$ cat src/flash_guard_pkg.sv
package flash_guard_pkg;

	// --------------------------------------------------------------------
	// Flash geometry
	// --------------------------------------------------------------------
	localparam int          ADDR_W         = 16;
	localparam int          PAGE_SHIFT     = 10;
	localparam int          PAGE_W         = ADDR_W - PAGE_SHIFT;
	localparam logic [15:0] LOCK_BYTE_ADDR = 16'hFBFF;
	localparam logic [15:0] RESERVED_BASE  = 16'hFC00;
	localparam logic [15:0] PART_ID_ADDR   = 16'hFFFE;
	localparam logic [5:0]  LOCK_PAGE      = 6'h3E;
	localparam logic [7:0]  ERASED_BYTE    = 8'hFF;

	// --------------------------------------------------------------------
	// Key sequence and control bit positions
	// --------------------------------------------------------------------
	localparam logic [7:0]  KEY_FIRST      = 8'hA5;
	localparam logic [7:0]  KEY_SECOND     = 8'hF1;
	localparam int          WE_BIT         = 0;
	localparam int          EE_BIT         = 1;
	localparam int          SCRATCH_BIT    = 2;
	localparam logic [2:0]  CTRL_RESET     = 3'h0;
	localparam int          PORF_BIT       = 1;

	// --------------------------------------------------------------------
	// Key sequencer states and access kinds
	// --------------------------------------------------------------------
	typedef enum logic [1:0] {
		KEY_IDLE,
		KEY_HALF,
		KEY_OPEN,
		KEY_DEAD
	} key_state_e;

	typedef enum logic [1:0] {
		OP_READ,
		OP_WRITE,
		OP_ERASE
	} op_kind_e;

endpackage : flash_guard_pkg

$ cat src/flash_key_seq.sv
`timescale 1ns/1ps

// --------------------------------------------------------------------
// Two-key unlock sequencer for firmware flash modification.
// --------------------------------------------------------------------
module flash_key_seq (
	input  wire logic ref_clk_i,
	input  wire logic reset_i,
	input  wire logic key_wr_i,
	input  wire logic [7:0] key_data_i,
	input  wire logic consume_i,
	output logic      key_open_o,
	output logic      key_dead_o
);

	flash_guard_pkg::key_state_e state_q, state_d;

	// Any wrong key, or a modify before the keys, locks out until reset.
	always_comb begin
		state_d = state_q;
		case (state_q)
			flash_guard_pkg::KEY_IDLE: begin
				if (consume_i)
					state_d = flash_guard_pkg::KEY_DEAD;
				else if (key_wr_i)
					state_d = (key_data_i == flash_guard_pkg::KEY_FIRST) ?
						flash_guard_pkg::KEY_HALF : flash_guard_pkg::KEY_DEAD;
			end
			flash_guard_pkg::KEY_HALF: begin
				if (consume_i)
					state_d = flash_guard_pkg::KEY_DEAD;
				else if (key_wr_i)
					state_d = (key_data_i == flash_guard_pkg::KEY_SECOND) ?
						flash_guard_pkg::KEY_OPEN : flash_guard_pkg::KEY_DEAD;
			end
			flash_guard_pkg::KEY_OPEN: begin
				// The lock rearms after every single modify request; reads do not consume it.
				if (consume_i)
					state_d = flash_guard_pkg::KEY_IDLE;
				else if (key_wr_i)
					state_d = flash_guard_pkg::KEY_DEAD;
			end
			flash_guard_pkg::KEY_DEAD: state_d = flash_guard_pkg::KEY_DEAD;
			default: state_d = flash_guard_pkg::KEY_DEAD;
		endcase
	end

	// Reset (including the flash-error reset) clears the sequence.
	always_ff @(posedge ref_clk_i) begin
		if (reset_i)
			state_q <= flash_guard_pkg::KEY_IDLE;
		else
			state_q <= state_d;
	end

	assign key_open_o = (state_q == flash_guard_pkg::KEY_OPEN);
	assign key_dead_o = (state_q == flash_guard_pkg::KEY_DEAD);

	// --------------------------------------------------------------------
	// Checks
	// --------------------------------------------------------------------
	a_dead_sticks: assert property (
		@(posedge ref_clk_i) disable iff (reset_i)
		key_dead_o |=> key_dead_o)
		else $error("key lockout left without reset");
	// Key writes may be spread out in time, so the check starts from the
	// half-open state rather than from two back-to-back writes.
	a_keys_open: assert property (
		@(posedge ref_clk_i) disable iff (reset_i)
		(state_q == flash_guard_pkg::KEY_HALF && key_wr_i && !consume_i
		 && key_data_i == flash_guard_pkg::KEY_SECOND) |=> key_open_o)
		else $error("correct key pair did not open");
	c_keys_open: cover property (@(posedge ref_clk_i) key_open_o);

endmodule : flash_key_seq

$ cat src/flash_security_guard.sv
`timescale 1ns/1ps

// Summary of operation
// - Reserved area: debug refused, firmware causes error reset.
// - Error reset resets device, sets sticky flag.
// - Debug full erase wipes all pages, unlocks.
// - Any page locked locks the lock page.
// - Written lock byte is unchangeable except full erase.
// - New lock value applies after next reset.
// - Scratchpad locked when all pages locked.
// - Full erase also erases the scratchpad.
// - Part code readable at fixed flash address.
// - Modify needs supply monitor and its reset.
// - Power-on reset enables monitor and reset source.
// - Interrupts raised during modify stay pending.
// - Write enable is control bit 0.
// - Two ordered keys precede each modify.
// - Lock n pages from 0, n = ~lock byte.
// - Erase plus write enable makes writes erase pages.
module flash_security_guard #(
	parameter logic [7:0] PART_ID = 8'h5A // Arbitrary neutral value.
) (
	input  wire logic        ref_clk_i,
	input  wire logic        reset_i,
	input  wire logic        por_i,
	// Firmware request.
	input  wire logic        fw_req_i,
	input  wire logic [1:0]  fw_op_i,
	input  wire logic [15:0] fw_addr_i,
	input  wire logic [15:0] fw_pc_i,
	// Debug port request.
	input  wire logic        dbg_req_i,
	input  wire logic [1:0]  dbg_op_i,
	input  wire logic [15:0] dbg_addr_i,
	input  wire logic        debug_full_erase_i,
	// Control writes.
	input  wire logic        ctrl_wr_i,
	input  wire logic [2:0]  ctrl_data_i,
	input  wire logic        key_wr_i,
	input  wire logic [7:0]  key_data_i,
	input  wire logic        mon_wr_i,
	input  wire logic        mon_en_i,
	input  wire logic        mon_rst_en_i,
	input  wire logic        rsrc_wr_i,
	input  wire logic [7:0]  rsrc_data_i,
	// Flash side.
	input  wire logic [7:0]  lock_byte_i,
	input  wire logic        flash_busy_i,
	input  wire logic        irq_i,
	// Results.
	output logic             grant_o,
	output logic             refuse_o,
	output logic             do_page_erase_o,
	output logic             do_full_erase_o,
	output logic             id_sel_o,
	output logic [7:0]       part_id_o,
	output logic             flash_error_reset_o,
	output logic             flash_error_flag_o,
	output logic [2:0]       program_store_control_o,
	output logic             mon_en_o,
	output logic             mon_rst_en_o,
	output logic             irq_pending_o
);

	// --------------------------------------------------------------------
	// Page lock decode
	// --------------------------------------------------------------------
	function automatic logic page_locked(input logic [15:0] a,
		input logic [7:0] n, input logic scratch);
		logic [5:0] pg;
		pg = a[15:10];
		if (scratch)
			page_locked = (n == 8'hFF) || (n >= 8'h3E);
		else if (pg == flash_guard_pkg::LOCK_PAGE)
			page_locked = (n != 8'h00);
		else
			page_locked = ({2'h0, pg} < n);
	endfunction : page_locked

	logic [7:0] lock_n_q, lock_n_d;
	logic [2:0] ctrl_q, ctrl_d;
	logic       flag_q, flag_d, mon_q, mon_d, mrst_q, mrst_d;
	logic       err_q, err_d, pend_q, pend_d;
	logic       key_open, key_dead, consume, fw_mod, fw_bad, scratch;
	logic       fw_locked, tgt_locked, in_resv, lock_pg, dbg_bad;
	logic       grant_d, refuse_d, perase_d, ferase_d, idsel_d;
	logic       grant_q, refuse_q, perase_q, ferase_q, idsel_q;

	flash_key_seq u_keys (
		.ref_clk_i  (ref_clk_i),
		.reset_i    (reset_i),
		.key_wr_i   (key_wr_i),
		.key_data_i (key_data_i),
		.consume_i  (consume),
		.key_open_o (key_open),
		.key_dead_o (key_dead)
	);

	// --------------------------------------------------------------------
	// Request judgement
	// --------------------------------------------------------------------
	always_comb begin
		scratch    = ctrl_q[flash_guard_pkg::SCRATCH_BIT];
		in_resv    = !scratch && (fw_addr_i >= flash_guard_pkg::RESERVED_BASE);
		lock_pg    = !scratch && (fw_addr_i[15:10] == flash_guard_pkg::LOCK_PAGE);
		fw_locked  = page_locked(fw_pc_i, lock_n_q, 1'b0);
		tgt_locked = page_locked(fw_addr_i, lock_n_q, scratch);
		fw_mod     = fw_req_i && (fw_op_i != flash_guard_pkg::OP_READ);
		consume    = fw_mod;
		fw_bad     = 1'b0;
		if (fw_req_i) begin
			// Only a read of the part code byte is let through here.
			if (in_resv && (fw_mod
			    || fw_addr_i != flash_guard_pkg::PART_ID_ADDR))
				fw_bad = 1'b1;
			else if (tgt_locked && !fw_locked)
				fw_bad = 1'b1;
			if (fw_mod) begin
				// Lock page cannot be erased, nor lock byte rewritten.
				if (lock_pg && (fw_op_i == flash_guard_pkg::OP_ERASE
				    || ctrl_q[flash_guard_pkg::EE_BIT]))
					fw_bad = 1'b1;
				if (fw_addr_i == flash_guard_pkg::LOCK_BYTE_ADDR && !scratch
				    && lock_byte_i != flash_guard_pkg::ERASED_BYTE)
					fw_bad = 1'b1;
				if (!(mon_q && mrst_q))
					fw_bad = 1'b1;
			end
		end
		dbg_bad = dbg_req_i && ((dbg_addr_i >= flash_guard_pkg::RESERVED_BASE)
			|| (page_locked(dbg_addr_i, lock_n_q, 1'b0)));
		idsel_d  = fw_req_i && fw_op_i == flash_guard_pkg::OP_READ
			&& fw_addr_i == flash_guard_pkg::PART_ID_ADDR;
		grant_d  = (fw_req_i && !fw_bad && (!fw_mod || (key_open
			&& !key_dead && ctrl_q[flash_guard_pkg::WE_BIT])))
			|| (dbg_req_i && !dbg_bad);
		refuse_d = (dbg_req_i && dbg_bad)
			|| (fw_mod && !fw_bad && !grant_d);
		perase_d = fw_mod && grant_d && ctrl_q[flash_guard_pkg::EE_BIT];
		ferase_d = debug_full_erase_i;
		err_d    = fw_bad;
	end

	// --------------------------------------------------------------------
	// Control state
	// --------------------------------------------------------------------
	always_comb begin
		ctrl_d   = ctrl_q;
		lock_n_d = lock_n_q;
		flag_d   = flag_q;
		mon_d    = mon_q;
		mrst_d   = mrst_q;
		pend_d   = pend_q;
		if (ctrl_wr_i)
			ctrl_d = ctrl_data_i;
		if (mon_wr_i) begin
			mon_d  = mon_en_i;
			mrst_d = mon_rst_en_i;
		end
		if (rsrc_wr_i)
			flag_d = 1'b0; // Direct writes clear the cause bits.
		if (fw_bad)
			flag_d = 1'b1; // Set wins over a clear.
		if (debug_full_erase_i)
			lock_n_d = 8'h00;
		// Interrupts arriving during a modify wait until it ends.
		if (irq_i && (flash_busy_i || ctrl_q[flash_guard_pkg::WE_BIT]))
			pend_d = 1'b1;
		else if (!flash_busy_i)
			pend_d = 1'b0;
	end

	// Reset samples the lock byte so later edits wait for the next reset.
	always_ff @(posedge ref_clk_i) begin
		if (reset_i) begin
			ctrl_q   <= flash_guard_pkg::CTRL_RESET;
			lock_n_q <= ~lock_byte_i;
			pend_q   <= 1'b0;
			err_q    <= 1'b0;
			grant_q  <= 1'b0;
			refuse_q <= 1'b0;
			perase_q <= 1'b0;
			ferase_q <= 1'b0;
			idsel_q  <= 1'b0;
			if (por_i) begin
				mon_q  <= 1'b1;
				mrst_q <= 1'b1;
				flag_q <= 1'b0;
			end else if (err_q) begin
				flag_q <= 1'b1;
			end
		end else begin
			ctrl_q   <= ctrl_d;
			lock_n_q <= lock_n_d;
			flag_q   <= flag_d;
			mon_q    <= mon_d;
			mrst_q   <= mrst_d;
			pend_q   <= pend_d;
			err_q    <= err_d;
			grant_q  <= grant_d;
			refuse_q <= refuse_d;
			perase_q <= perase_d;
			ferase_q <= ferase_d;
			idsel_q  <= idsel_d;
		end
	end

	assign grant_o                 = grant_q;
	assign refuse_o                = refuse_q;
	assign do_page_erase_o         = perase_q;
	assign do_full_erase_o         = ferase_q;
	assign id_sel_o                = idsel_q;
	assign part_id_o               = PART_ID;
	assign flash_error_reset_o     = err_q;
	assign flash_error_flag_o      = flag_q;
	assign program_store_control_o = ctrl_q;
	assign mon_en_o                = mon_q;
	assign mon_rst_en_o            = mrst_q;
	assign irq_pending_o           = pend_q;

	// --------------------------------------------------------------------
	// Checks
	// --------------------------------------------------------------------
	// The error pulse comes back as a system reset, so the checks that expect
	// it test reset in their antecedent rather than being disabled by it.
	a_resv_fw_err: assert property (
		@(posedge ref_clk_i) (!reset_i && fw_req_i && !scratch
		 && fw_addr_i >= flash_guard_pkg::RESERVED_BASE
		 && (fw_mod || fw_addr_i != flash_guard_pkg::PART_ID_ADDR))
		|=> flash_error_reset_o)
		else $error("reserved access did not raise error reset");
	a_resv_dbg: assert property (
		@(posedge ref_clk_i) disable iff (reset_i)
		(dbg_req_i && dbg_addr_i >= flash_guard_pkg::RESERVED_BASE)
		|=> refuse_o && !grant_o)
		else $error("debug reserved access not refused");
	a_err_flag: assert property (
		@(posedge ref_clk_i) flash_error_reset_o |-> flash_error_flag_o)
		else $error("error reset without flag");
	a_mon_needed: assert property (
		@(posedge ref_clk_i)
		(!reset_i && fw_mod && !(mon_en_o && mon_rst_en_o))
		|=> flash_error_reset_o)
		else $error("modify with monitor off not trapped");
	a_we_needed: assert property (
		@(posedge ref_clk_i) disable iff (reset_i)
		(fw_mod && !program_store_control_o[0] && !dbg_req_i)
		|=> !grant_o)
		else $error("modify granted without write enable");
	a_full_erase: assert property (
		@(posedge ref_clk_i) disable iff (reset_i)
		debug_full_erase_i |=> do_full_erase_o ##1 (lock_n_q == 8'h00))
		else $error("full erase did not unlock");
	a_lock_stable: assert property (
		@(posedge ref_clk_i) disable iff (reset_i)
		!debug_full_erase_i |=> $stable(lock_n_q))
		else $error("lock state changed before reset");
	a_irq_hold: assert property (
		@(posedge ref_clk_i) disable iff (reset_i)
		(irq_i && flash_busy_i) |=> irq_pending_o)
		else $error("interrupt during modify not held");
	c_page_erase: cover property (@(posedge ref_clk_i) do_page_erase_o);
	c_err_reset: cover property (@(posedge ref_clk_i) flash_error_reset_o);
	c_part_id: cover property (@(posedge ref_clk_i) id_sel_o);

endmodule : flash_security_guard

$ cat config.mk
export PLATFORM = sky130hd
export DESIGN_NAME = flash_security_guard
export DESIGN_NICKNAME = d
export VERILOG_FILES = /design/src/flash_guard_pkg.sv /design/src/flash_key_seq.sv /design/src/flash_security_guard.sv
export SDC_FILE = /design/constraint.sdc
export NUM_CORES = 1
export LEC_CHECK = 0
export ABC_CLOCK_PERIOD_IN_PS = 4300
export BUFFER_PORTS_ARGS = -buffer_cell sky130_fd_sc_hd__buf_2
export CAP_MARGIN = 30
export CORE_ASPECT_RATIO = 1.25
export CORE_UTILIZATION = 44
export CTS_CLUSTER_SIZE = 14
export DETAILED_ROUTE_END_ITERATION = 8
export HOLD_SLACK_MARGIN = 0.02
export PLACE_DENSITY = 0.85
export SLEW_MARGIN = 20
export SYNTH_ARGS = -nofsm -noshare
export SYNTH_HDL_FRONTEND = slang
export SYNTH_HIERARCHICAL = 1
export SYNTH_SLANG_ARGS = --single-unit
$ cat constraint.sdc
create_clock -name ref_clk_i -period 4.3 [get_ports ref_clk_i]
set_clock_uncertainty 0.1 [all_clocks]
set_input_delay 0.215 -clock ref_clk_i [delete_from_list [all_inputs] [get_ports ref_clk_i]]
set_output_delay 0.215 -clock ref_clk_i [all_outputs]
set_load 0.05 [all_outputs]
-- Word-level counts from Yosys, hierarchy flattened
Index checks and enable logic that the tools add are counted.
- flip-flop bits (word level): 23
- bits of input ports: 93
- output and inout bits: 21
- word-level logic and storage cells: 122
- $lt $le $gt $ge: 6
- equal/unequal tests: 20
- muxes and demuxes: 34
- bitwise operators: 1
- reduce and logical (&&, ||, !) cells: 48
- operator list (operator ; number):
    $eq 16x16->1 const B ; 2
    $ge 16x16->1 const B ; 2
    $eq 8x8->1 const B ; 3
    $lt 6x8->1 ; 3
    $mux 1 ; 24
    $logic_and 1x1->1 ; 23
    $eq 6x6->1 const B ; 3
    $mux 8 ; 2
    $ne 16x16->1 const B ; 1
    $mux 2 ; 7
    $ge 8x6->1 const B ; 1
    $logic_or 1x1->1 ; 8
    $ne 8x8->1 const B ; 1
    $not 8->8 ; 1
    $pmux 2 s4 ; 1
    $reduce_bool 8->1 ; 1
    $logic_not 1->1 ; 7
    $eq 2x2->1 const B ; 3
    $ne 3x3->1 const B ; 2
    $reduce_bool 2->1 ; 3
    $logic_not 2->1 ; 2
    $ne 2x1->1 const B ; 2
    $reduce_and 2->1 ; 2
    $ne 3x1->1 const B ; 1
    other kinds (4) ; 4

-- Longest topological paths before layout
Gate-level depths: netlist (run 1).
- word-level depth: 18
- depth in mapped cells: 8
- mapped depth without buffers: 8

-- Cells and area by module
Netlist (run 1), hierarchy kept.
- by module, submodules not included (module ; instances ; cells each ; area each (um^2) ; seq. area each (um^2)):
    flash_security_guard ; 1 ; 156 ; 1431.4 ; 530.5
    flash_key_seq ; 1 ; 22 ; 171.4 ; 40.0

-- Least setup slack after synthesis (run 1)
Ideal clock, no wire load.
- path kind: register to register
- start point: register lock_n_q[4]
- end point: register flag_q, in the netlist flash_error_flag_o, enable pin
- setup time: 0.304 ns
- arrival: 1.521 ns
- data required time: 3.896 ns
- path slack: 2.376 ns
- stages on the path, launching flop included: 9
- path buffers: 0
- clock period less this slack: 1.924 ns
- cells stage by stage: edfxtp_1 > inv_1 > ha_1 > a21o_1 > a21oi_1 > o21ai_0 > a32oi_1 > nand2_1 > a21oi_1
- word-level cells in the longest chain between the ends: 13
- elaborated cells between the ends (all ways): 20
- those cells by class: order compare: 3; eq/ne: 1; mux: 10; reduce/logical: 6
- RTL lines (item ; RTL line ; RTL):
    from (decl) ; flash_security_guard.sv:80 ; logic [7:0] lock_n_q, lock_n_d;
    from (signal assigned) ; flash_security_guard.sv:177 ; lock_n_q <= ~lock_byte_i;
    from (signal assigned) ; flash_security_guard.sv:194 ; lock_n_q <= lock_n_d;
    $lt 6x8->1 (tied with other cells) ; flash_security_guard.sv:77 ; page_locked = ({2'h0, pg} < n);
    $mux 1 or $logic_or 1x1->1 (tied branches) ; flash_security_guard.sv:74, flash_security_guard.sv:73 ;
    $mux 1 or $logic_not 1->1 (tied branches) ; flash_security_guard.sv:72, flash_security_guard.sv:116 ;
    $logic_and 1x1->1 * ; flash_security_guard.sv:116 ; else if (tgt_locked && !fw_locked)
    $mux 1 * ; flash_security_guard.sv:116 ;
    $mux 1 * ; flash_security_guard.sv:113 ; if (in_resv && (fw_mod
    $mux 1 ; flash_security_guard.sv:120 ; if (lock_pg && (fw_op_i == flash_guard_pkg::OP_ERASE
    $mux 1 ; flash_security_guard.sv:123 ; if (fw_addr_i == flash_guard_pkg::LOCK_BYTE_ADDR && !scratch
    $mux 1 ; flash_security_guard.sv:126 ; if (!(mon_q && mrst_q))
    $mux 1 * ; flash_security_guard.sv:118 ; if (fw_mod) begin
    $mux 1 * ; flash_security_guard.sv:111 ; if (fw_req_i) begin
    $reduce_bool 3->1 (no line) * ; n/a ;
    $reduce_and 2->1 (no line) * ; n/a ;
    to (signal assigned) ; flash_security_guard.sv:195 ; flag_q <= flag_d;
    to (decl) ; flash_security_guard.sv:82 ; logic flag_q, flag_d, mon_q, mon_d, mrst_q, mrst_d;
Every way passes the cells marked *; elsewhere a longest branch is shown, timed or not.
A chain may end at the register's enable or synchronous reset.

-- Worst setup path in the final report (run 1)
Ends and elaborated chain as after synthesis.

==> flow_summary.ini, run 1 <==
[run_status]
status = complete, no violations

[setup_path]
reg2reg_from = lock_n_q[4]
worstPathCellList = inv_1 -> ha_1 -> a21o_1 -> a21oi_1 -> o21ai_0 -> a32oi_1 -> nand2_1 -> a21oi_1
startpoint = lock_n_q[4]
cp.arrival_ns = 2.04
cp_max_fo = 4
reg2reg_to = flash_error_flag_o
path_buf_inv = 1
required_ns = 4.18
end_kind = flip-flop
path_common_cell = a21oi_1
path_class = flip-flop to flip-flop
crit_end = flash_error_flag_o
crit_family = compound AO/OA/AOI/OAI gates
max_stage_delay_ns = 0.39
critPathLaunchType = flip-flop
r2r_cells = 8
r2r_setup_slack_ns = 2.14
path_depth = 8
cp_slowest_cell = edfxtp_1

[synthesis]
synthArstFlopShare = 0
yosys.area.top_type = edfxtp_1
synth.distinct_cells = 49
synthTopCellsByArea = edfxtp_1 21%, dfxtp_1 15%, ha_1 12%
netlist_area_sq_mm = 0.00160
yosys_warnings = 6
synth_edf_count = 11
ys_seq_area_frac = 0.356
yosysTopAreaCellShare = 0.206
ys_ff_latch = 23
synthCells = 178
synth.avg_cell_area_sq_um = 9.00
synth-main-ff-cell = dfxtp_1

[routing]
antenna_left = 0
via_per_inst = 5.35
wirelength_um = 3540
drc_errors = 0
drtIter0Drc = 43
routedWlPerCell_um = 12.1
first_pass_iters = 4
vias = 1563

[run]
maxCapViolCount = 0

[global_route]
grt_max_degree = 19
grt_first_pass_wirelength_um = 5550
grtUsageTotal = 0.177
grt_overflow = 0
grt_pass1_vias = 1383
antenna_found_initial = 0

[timing]
setup_viol_count_final = 0
finalMaxSlewViolations = 0
fin_crit_ns = 2.16
rsz0062_at_grt = no
period_share = 0.502
fin_tns_setup_ns = 0
fmax_mhz = 463
hold_violations = 0

[clock_tree]
cts_sinks = 23
root_buffer = clkbuf_8
ctsResizeCount = 0
cts_buffer_depth = 2
tritoncts.num_buffers = 3
htree_levels = 1
cts_tree = built
path_clk_slew_ns = 0.08
cts_setup_buffers = 0
holdBufCountCts = 0
clk_latency_ns = 0.26

[final_layout]
nNetsFinal = 362
drive_gt1_frac = 0.352
utilization = 0.583
area_delta_synth_final_pct = 26.7
antenna_cells = 0

[floorplanning]
start_util = 0.460
die_h_um = 69.5
core_area_sq_mm = 0.00348
die_area_sq_mm = 0.00389
io_pins = 114
fp-row-count = 24
die_w_um = 56.0

[placement]
portBuffers = 75
gp_congestion = 0.774
dp_hpwl_um = 3030

[hold_path]
hold_path_class = primary input to flip-flop

[power]
p_leak_nw = 0.960
p_per_area_mw_per_mm2 = 282
ir_worst_vdd_uv = 198
## power breakdown
part           internal [mW]  switching [mW]
clock network         0.0655          0.0692
logic                 0.0678           0.111
registers              0.248          0.0121
total                  0.381           0.192
## how the worst min path moves through the flow
| stage | from | to | slack (ns) | depth (start not counted) |
|---|---|---|---|---|
| finish | debug_full_erase_i | do_full_erase_o | 0.07 | 2 |
| detailed placement | debug_full_erase_i | do_full_erase_o | 0.34 | 2 |
| global placement | debug_full_erase_i | do_full_erase_o | 0.34 | 2 |
| global route | debug_full_erase_i | do_full_erase_o | 0.07 | 2 |
| CTS | debug_full_erase_i | do_full_erase_o | 0.07 | 2 |
| floorplan | reset_i | u_keys/state_q[1] | 0.19 | 1 |
## metrics by stage
step                instances  hold WS [ns]  power, mW  area [sq um]  setup WS (ns)
finish                    292        0.0745      0.573          2030           2.14
floorplan                 184         0.188      0.388          1630           2.38
CTS                       292        0.0716      0.579          2030           2.15
global placement          288         0.339      0.438          1980           2.17
global route              292        0.0700      0.608          2030           1.94
detailed placement        288         0.344      0.444          1980           2.15
## cell usage in the layout (no fill, tap or decap), drive strengths merged, types with 2 or more instances in the layout
cell type	count
o21ai	7
nand3	6
or2	4
edfxtp	11
nand4bb	2
a211oi	3
inv	10
clkbuf	3
dfxtp	12
nand4	5
nand2	12
o21a	2
nand2b	5
nor3	9
a32o	2
a31oi	2
ha	15
mux2i	3
nor2	16
buf	75
nand3b	2
nor2b	5
a21oi	8
conb	8
a21o	4
nor4	3
## cell families (layout without fill, tap and decap cells)
kind of cell / after synthesis / after routing / synth area share
AOI/OAI and AO/OA: 37 / 37 / 0.162
adders and majority gates: 15 / 15 / 0.117
buffers and inverters: 20 / 89 / 0.0656
DFF: 23 / 23 / 0.356
muxes: 4 / 4 / 0.0258
other: 2 / 8 / 0.00469
and+or+nand+nor: 77 / 77 / 0.269
## synthesized netlist by cell type (3+ instances only)
cell type  count
nor2_1        16
ha_1          15
dfxtp_1       12
nand2_1       12
edfxtp_1      11
inv_1         10
a21oi_1        8
buf_4          8
nor3_1         8
o21ai_0        7
nand3_1        6
nand4_1        5
nor2b_1        5
a21o_1         4
nand2b_1       4
or2_2          4
mux2i_1        3
## final cells by class
type | instances | area, sq um
Multi-Input combinational cell | 141 | 950
Timing Repair Buffer | 75 | 375
Sequential cell | 23 | 571
Clock buffer | 3 | 41.3
Tap cell | 39 | 48.8
Inverter | 10 | 37.5
Fill cell | 342 | 1450
Clock inverter | 1 | 7.51
## registers in the layout (all words and copies together) (netlist names)
register and flops:
irq_pending_o 1, do_full_erase_o 1, flash_error_flag_o 1, flash_error_reset_o 1
id_sel_o 1, mon_rst_en_o 1, grant_o 1, program_store_control_o 3
lock_n_q 8, u_keys/state_q 2, do_page_erase_o 1, mon_en_o 1
refuse_o 1
## metal layers
metal,vias up,global-route usage,part of all wire
met5,-,0,0
met1,710,0.193,0.40
li1,799,-,-
met2,52,0.340,0.53
met3,2,0.0336,0.062
met4,0,0.0488,0.0034
Power figures use the tool's default switching activity.
==> run 2: changes to the inputs <==
ABC_CLOCK_PERIOD_IN_PS = 2200   (was 4300)
CORE_UTILIZATION = 41   (was 44)
PLACE_DENSITY = 0.8   (was 0.85)
clock period = 2.2 ns   (was 4.3 ns; I/O delays follow)
==> run 2 against run 1 <==
Effect of this change: critical path depth unchanged; the flow now finishes with violations (design-rule violations); highest routed layer unchanged; first-iteration DRC count decreased by 44%; die area is 7.1% higher; largest power group unchanged; largest cell class unchanged; critical endpoint is now do_page_erase_o; register-to-register slack worse by 2.0 ns.
==> flow_summary.ini, run 2 (synthesized netlist as in run 1, its figures left out) <==
[timing]
finalMaxSlewViolations = 0
setup_viol_count_final = 0
fin_ws_ns = 0.151
period_share = 0.931
fmax_mhz = 488
fin_crit_ns = 2.05
hold_violations = 0

[setup_path]
cp_max_fo = 3
max_stage_delay_ns = 0.35
reg2reg_from = lock_n_q[4]
end_kind = flip-flop
critPathLaunchType = flip-flop
path_class = flip-flop to flip-flop
worstPathCellList = inv_1 -> buf_4 -> ha_1 -> a21o_1 -> a21oi_1 -> a32oi_2 -> a211o_1 -> a211oi_2
cp.arrival_ns = 2.14
crit_family = compound AO/OA/AOI/OAI gates
reg2reg_to = do_page_erase_o
cp_slowest_cell = edfxtp_1
required_ns = 2.29
r2r_setup_slack_ns = 0.15
path_buf_inv = 2
r2r_cells = 8

[global_route]
use_met1 = 0.206
grt_util_met3 = 0.0214
grt_overflow = 0
grtUsageTotal = 0.191
grt_pass1_vias = 1500
grtUsageMet2 = 0.381
grt_first_pass_wirelength_um = 6240
antenna_found_initial = 0
grt-busiest-layer = met2
grt_max_degree = 19

[final_layout]
final_common_cell = buf_2
multi_input_area_sq_um = 957
largest_reg_flops = 8
fill_cells = 343
area_delta_synth_final_pct = 34.0
drive_gt1_frac = 0.351
antenna_cells = 0
largest_register = lock_n_q
nNetsFinal = 374
final_cells = 305
most-common-layout-cells = 75 x buf_2, 16 x nor2_1, 15 x ha_1
seq_area_sq_um = 571

[power]
ir_worst_vdd_uv = 389
p_per_area_mw_per_mm2 = 533
p_total_mw = 1.14
p_leak_nw = 1.02

[clock_tree]
cts_buffer_depth = 2
htree_levels = 1
cts_setup_buffers = 0
path_clk_slew_ns = 0.08
tritoncts.num_buffers = 3
cts_sinks = 23
root_buffer = clkbuf_8
cts_tree = built
clk_latency_ns = 0.26

[hold_path]
hold_path_class = primary input to flip-flop
min_from = lock_byte_i[4]
min_to = lock_n_q[4]
hold_depth = 2

[floorplanning]
core_area_sq_mm = 0.00375
fp-row-count = 25
die_h_um = 71.9
die_area_sq_mm = 0.00417
start_util = 0.427
io_pins = 114
die_w_um = 57.9

[placement]
dp_hpwl_um = 3130
gp_congestion = 0.851
dp.cells = 292
portBuffers = 75
pre_cts_ws_ns = 0.128

[run_status]
violations = design-rule violations
status = complete, but fails checks

[routing]
routedWlPerCell_um = 12.6
vias = 1595
drc_errors = 4
antenna_left = 0
first_pass_iters = 6
drtIter0Drc = 24
via_per_inst = 5.23
wirelength_um = 3860

[run]
maxCapViolCount = 0
-- run 2: changes by cell type in the layout (fill, tap and decap cells not counted), sizes merged --
| cell | previous run | this run |
|---|---|---|
| buf | 75 | 78 |
| clkbuf | 3 | 4 |
| dlygate4sd3 | 0 | 9 |
| clkinvlp | 1 | 0 |
-- run 2: timing repair --
item | in CTS | in global routing
endpoints found under the hold margin | 7 | 1
gates resized for setup | 0 | 3
endpoints found under the setup margin | 0 | 1
hold buffers | 8 | 1
-- run 2: worst max path at each step --
stage | from | depth (start not counted) | endpoint
after floorplan | lock_n_q[4] | 8 | flash_error_flag_o
after global placement | lock_n_q[2] | 8 | flash_error_flag_o
after detailed placement | lock_n_q[1] | 7 | flash_error_flag_o
after CTS | lock_n_q[1] | 7 | flash_error_flag_o
after global routing | lock_n_q[2] | 8 | flash_error_flag_o
final | lock_n_q[4] | 8 | do_page_erase_o
-- run 2: layer usage --
layer | routed length, um | part of all wire
met5 | 0 | 0
met4 | 46 | 0.012
met3 | 186 | 0.048
met2 | 2070 | 0.54
met1 | 1550 | 0.40
-- run 2: area by class of cell --
| cell class | instances | area share |
|---|---|---|
| clock buffer | 4 | 0.0210 |
| inverter | 10 | 0.0175 |
| multi-input combinational | 141 | 0.446 |
| sequential | 23 | 0.266 |
| tap | 40 | 0.0233 |
| timing repair buffer | 87 | 0.227 |
-- run 2: stage by stage --
| step | utilization | area (sq um) | TNS (ns) | hold WS (ns) |
|---|---|---|---|---|
| final | 0.572 | 2150 | 0 | 0.0305 |
| after global routing | 0.572 | 2150 | -0.0197 | 0.0288 |
| after CTS | 0.568 | 2130 | 0 | 0.0277 |
| after detailed placement | 0.534 | 2010 | 0 | 0.252 |
| after global placement | 0.534 | 2010 | 0 | 0.237 |
| after floorplan | - | 1630 | 0 | 0.0828 |
-- run 2: report_power, final --
group	switching [mW]	internal [mW]
registers	0.0235	0.484
clock network	0.130	0.129
logic	0.226	0.152
total	0.379	0.765
==> run 3: changes to the inputs <==
CORE_MARGIN = 2   (was not set)
==> run 3 against run 2 <==
Effect of this change: the flow now finishes without violations; first-iteration DRC count increased by 130%; utilization grew 0.60 points; global-route usage is 0.18 points lower; final cell count rose by 0.66%; critical path type unchanged; highest routed layer unchanged.
==> flow_summary.ini, run 3 (synthesized netlist as in run 1, its figures left out) <==
[setup_path]
cp_max_fo = 3
r2r_cells = 8
required_ns = 2.28
cp.arrival_ns = 2.18
critPathLaunchType = flip-flop
end_kind = flip-flop
path_class = flip-flop to flip-flop

[final_layout]
seq_area_sq_um = 571
utilization = 0.578
most-common-layout-cells = 75 x buf_2, 16 x nor2_1, 15 x ha_1
area_delta_synth_final_pct = 35.4
antenna_cells = 0
final_cells = 307
multi_input_area_sq_um = 963
final_common_cell = buf_2
drive_gt1_frac = 0.363
nNetsFinal = 376
largest_reg_flops = 8
largest_register = lock_n_q
fill_cells = 351
fin_area_sq_mm = 0.00217

[placement]
gp_congestion = 0.813
dp_hpwl_um = 3240
portBuffers = 75
dp.cells = 292
placed_area_sq_mm = 0.00201

[routing]
routedWlPerCell_um = 13.2
antenna_left = 0
vias = 1624
first_pass_iters = 4
drtIter0Drc = 54
drc_errors = 0
wirelength_um = 4040
via_per_inst = 5.29

[timing]
period_share = 0.955
finalMaxSlewViolations = 0
fmax_mhz = 476
fin_crit_ns = 2.10
hold_violations = 0
setup_viol_count_final = 0

[floorplanning]
die_w_um = 59.9
fp-row-count = 25
io_pins = 114
start_util = 0.427
die_area_sq_mm = 0.00443
core_area_sq_mm = 0.00375
die_h_um = 73.9

[global_route]
grtUsageTotal = 0.189
grt_overflow = 0
antenna_found_initial = 0
grt_pass1_vias = 1567
grt_first_pass_wirelength_um = 6440
grt_max_degree = 19

[clock_tree]
path_clk_slew_ns = 0.08
cts_tree = built
tritoncts.num_buffers = 3
root_buffer = clkbuf_8
htree_levels = 1
cts_sinks = 23
clk_latency_ns = 0.26
cts_buffer_depth = 2

[power]
p_leak_nw = 1.03
ir_worst_vdd_uv = 361
p_per_area_mw_per_mm2 = 530

[run_status]
status = complete, no violations

[hold_path]
hold_depth = 2
hold_path_class = primary input to flip-flop

[run]
maxCapViolCount = 0
-- run 3: where the power goes --
group | switching, mW | leakage [nW] | internal (mW) | total (mW)
clock | 0.132 | 0.0255 | 0.126 | 0.258
sequential | 0.0224 | 0.214 | 0.484 | 0.507
combinational | 0.230 | 0.792 | 0.156 | 0.386
-- run 3: critical path: stages (launching register included) --
cell and delay, ns:
edfxtp_1 0.35, inv_1 0.06, buf_4 0.14, ha_1 0.29, a21o_1 0.18, a21oi_1 0.17, a32oi_2 0.16, a211o_1 0.35
a211oi_2 0.23
-- run 3: per-layer routing --
metal | part of all wire | routed length, um | global-route usage
met1 | 0.39 | 1570 | 0.205
met2 | 0.55 | 2220 | 0.368
met3 | 0.057 | 230 | 0.0282
met4 | 0.0025 | 10 | 0.0543
met5 | 0 | 0 | 0
-- run 3: layout make-up --
cell class / count / area share
clock inverters: 1 / 0.00231
multi-input cells: 141 / 0.444
inverters: 10 / 0.0173
repair buffers: 89 / 0.232
well taps: 40 / 0.0231
clock buffers: 3 / 0.0190
flip-flops and latches: 23 / 0.263
-- run 3: timing repair --
item,4_1_cts,5_1_grt
setup buffers,0,2
resized for setup,0,3
hold endpoints to repair,8,0
endpoints found under the setup margin,0,1
hold buffers,9,0
-- run 3: final timing paths --
kind                                            startpoint              end  slack [ns]
worst min-delay path                        lock_byte_i[1]      lock_n_q[1]        0.03
worst max-delay path                           lock_n_q[4]  do_page_erase_o         0.1
worst max register to register                 lock_n_q[4]  do_page_erase_o         0.1
worst min register to register  program_store_control_o[1]  do_page_erase_o        0.42
-- run 3: per-stage QoR --
stage               power [mW]  worst slack, ns  setup TNS, ns  hold WS (ns)
floorplan                0.757            0.276              0        0.0828
global placement         0.866            0.135              0         0.237
detailed placement       0.876           0.0844              0         0.255
CTS                       1.14           0.0756              0        0.0221
global route              1.22          -0.0425        -0.0425        0.0236
finish                    1.15            0.100              0        0.0272
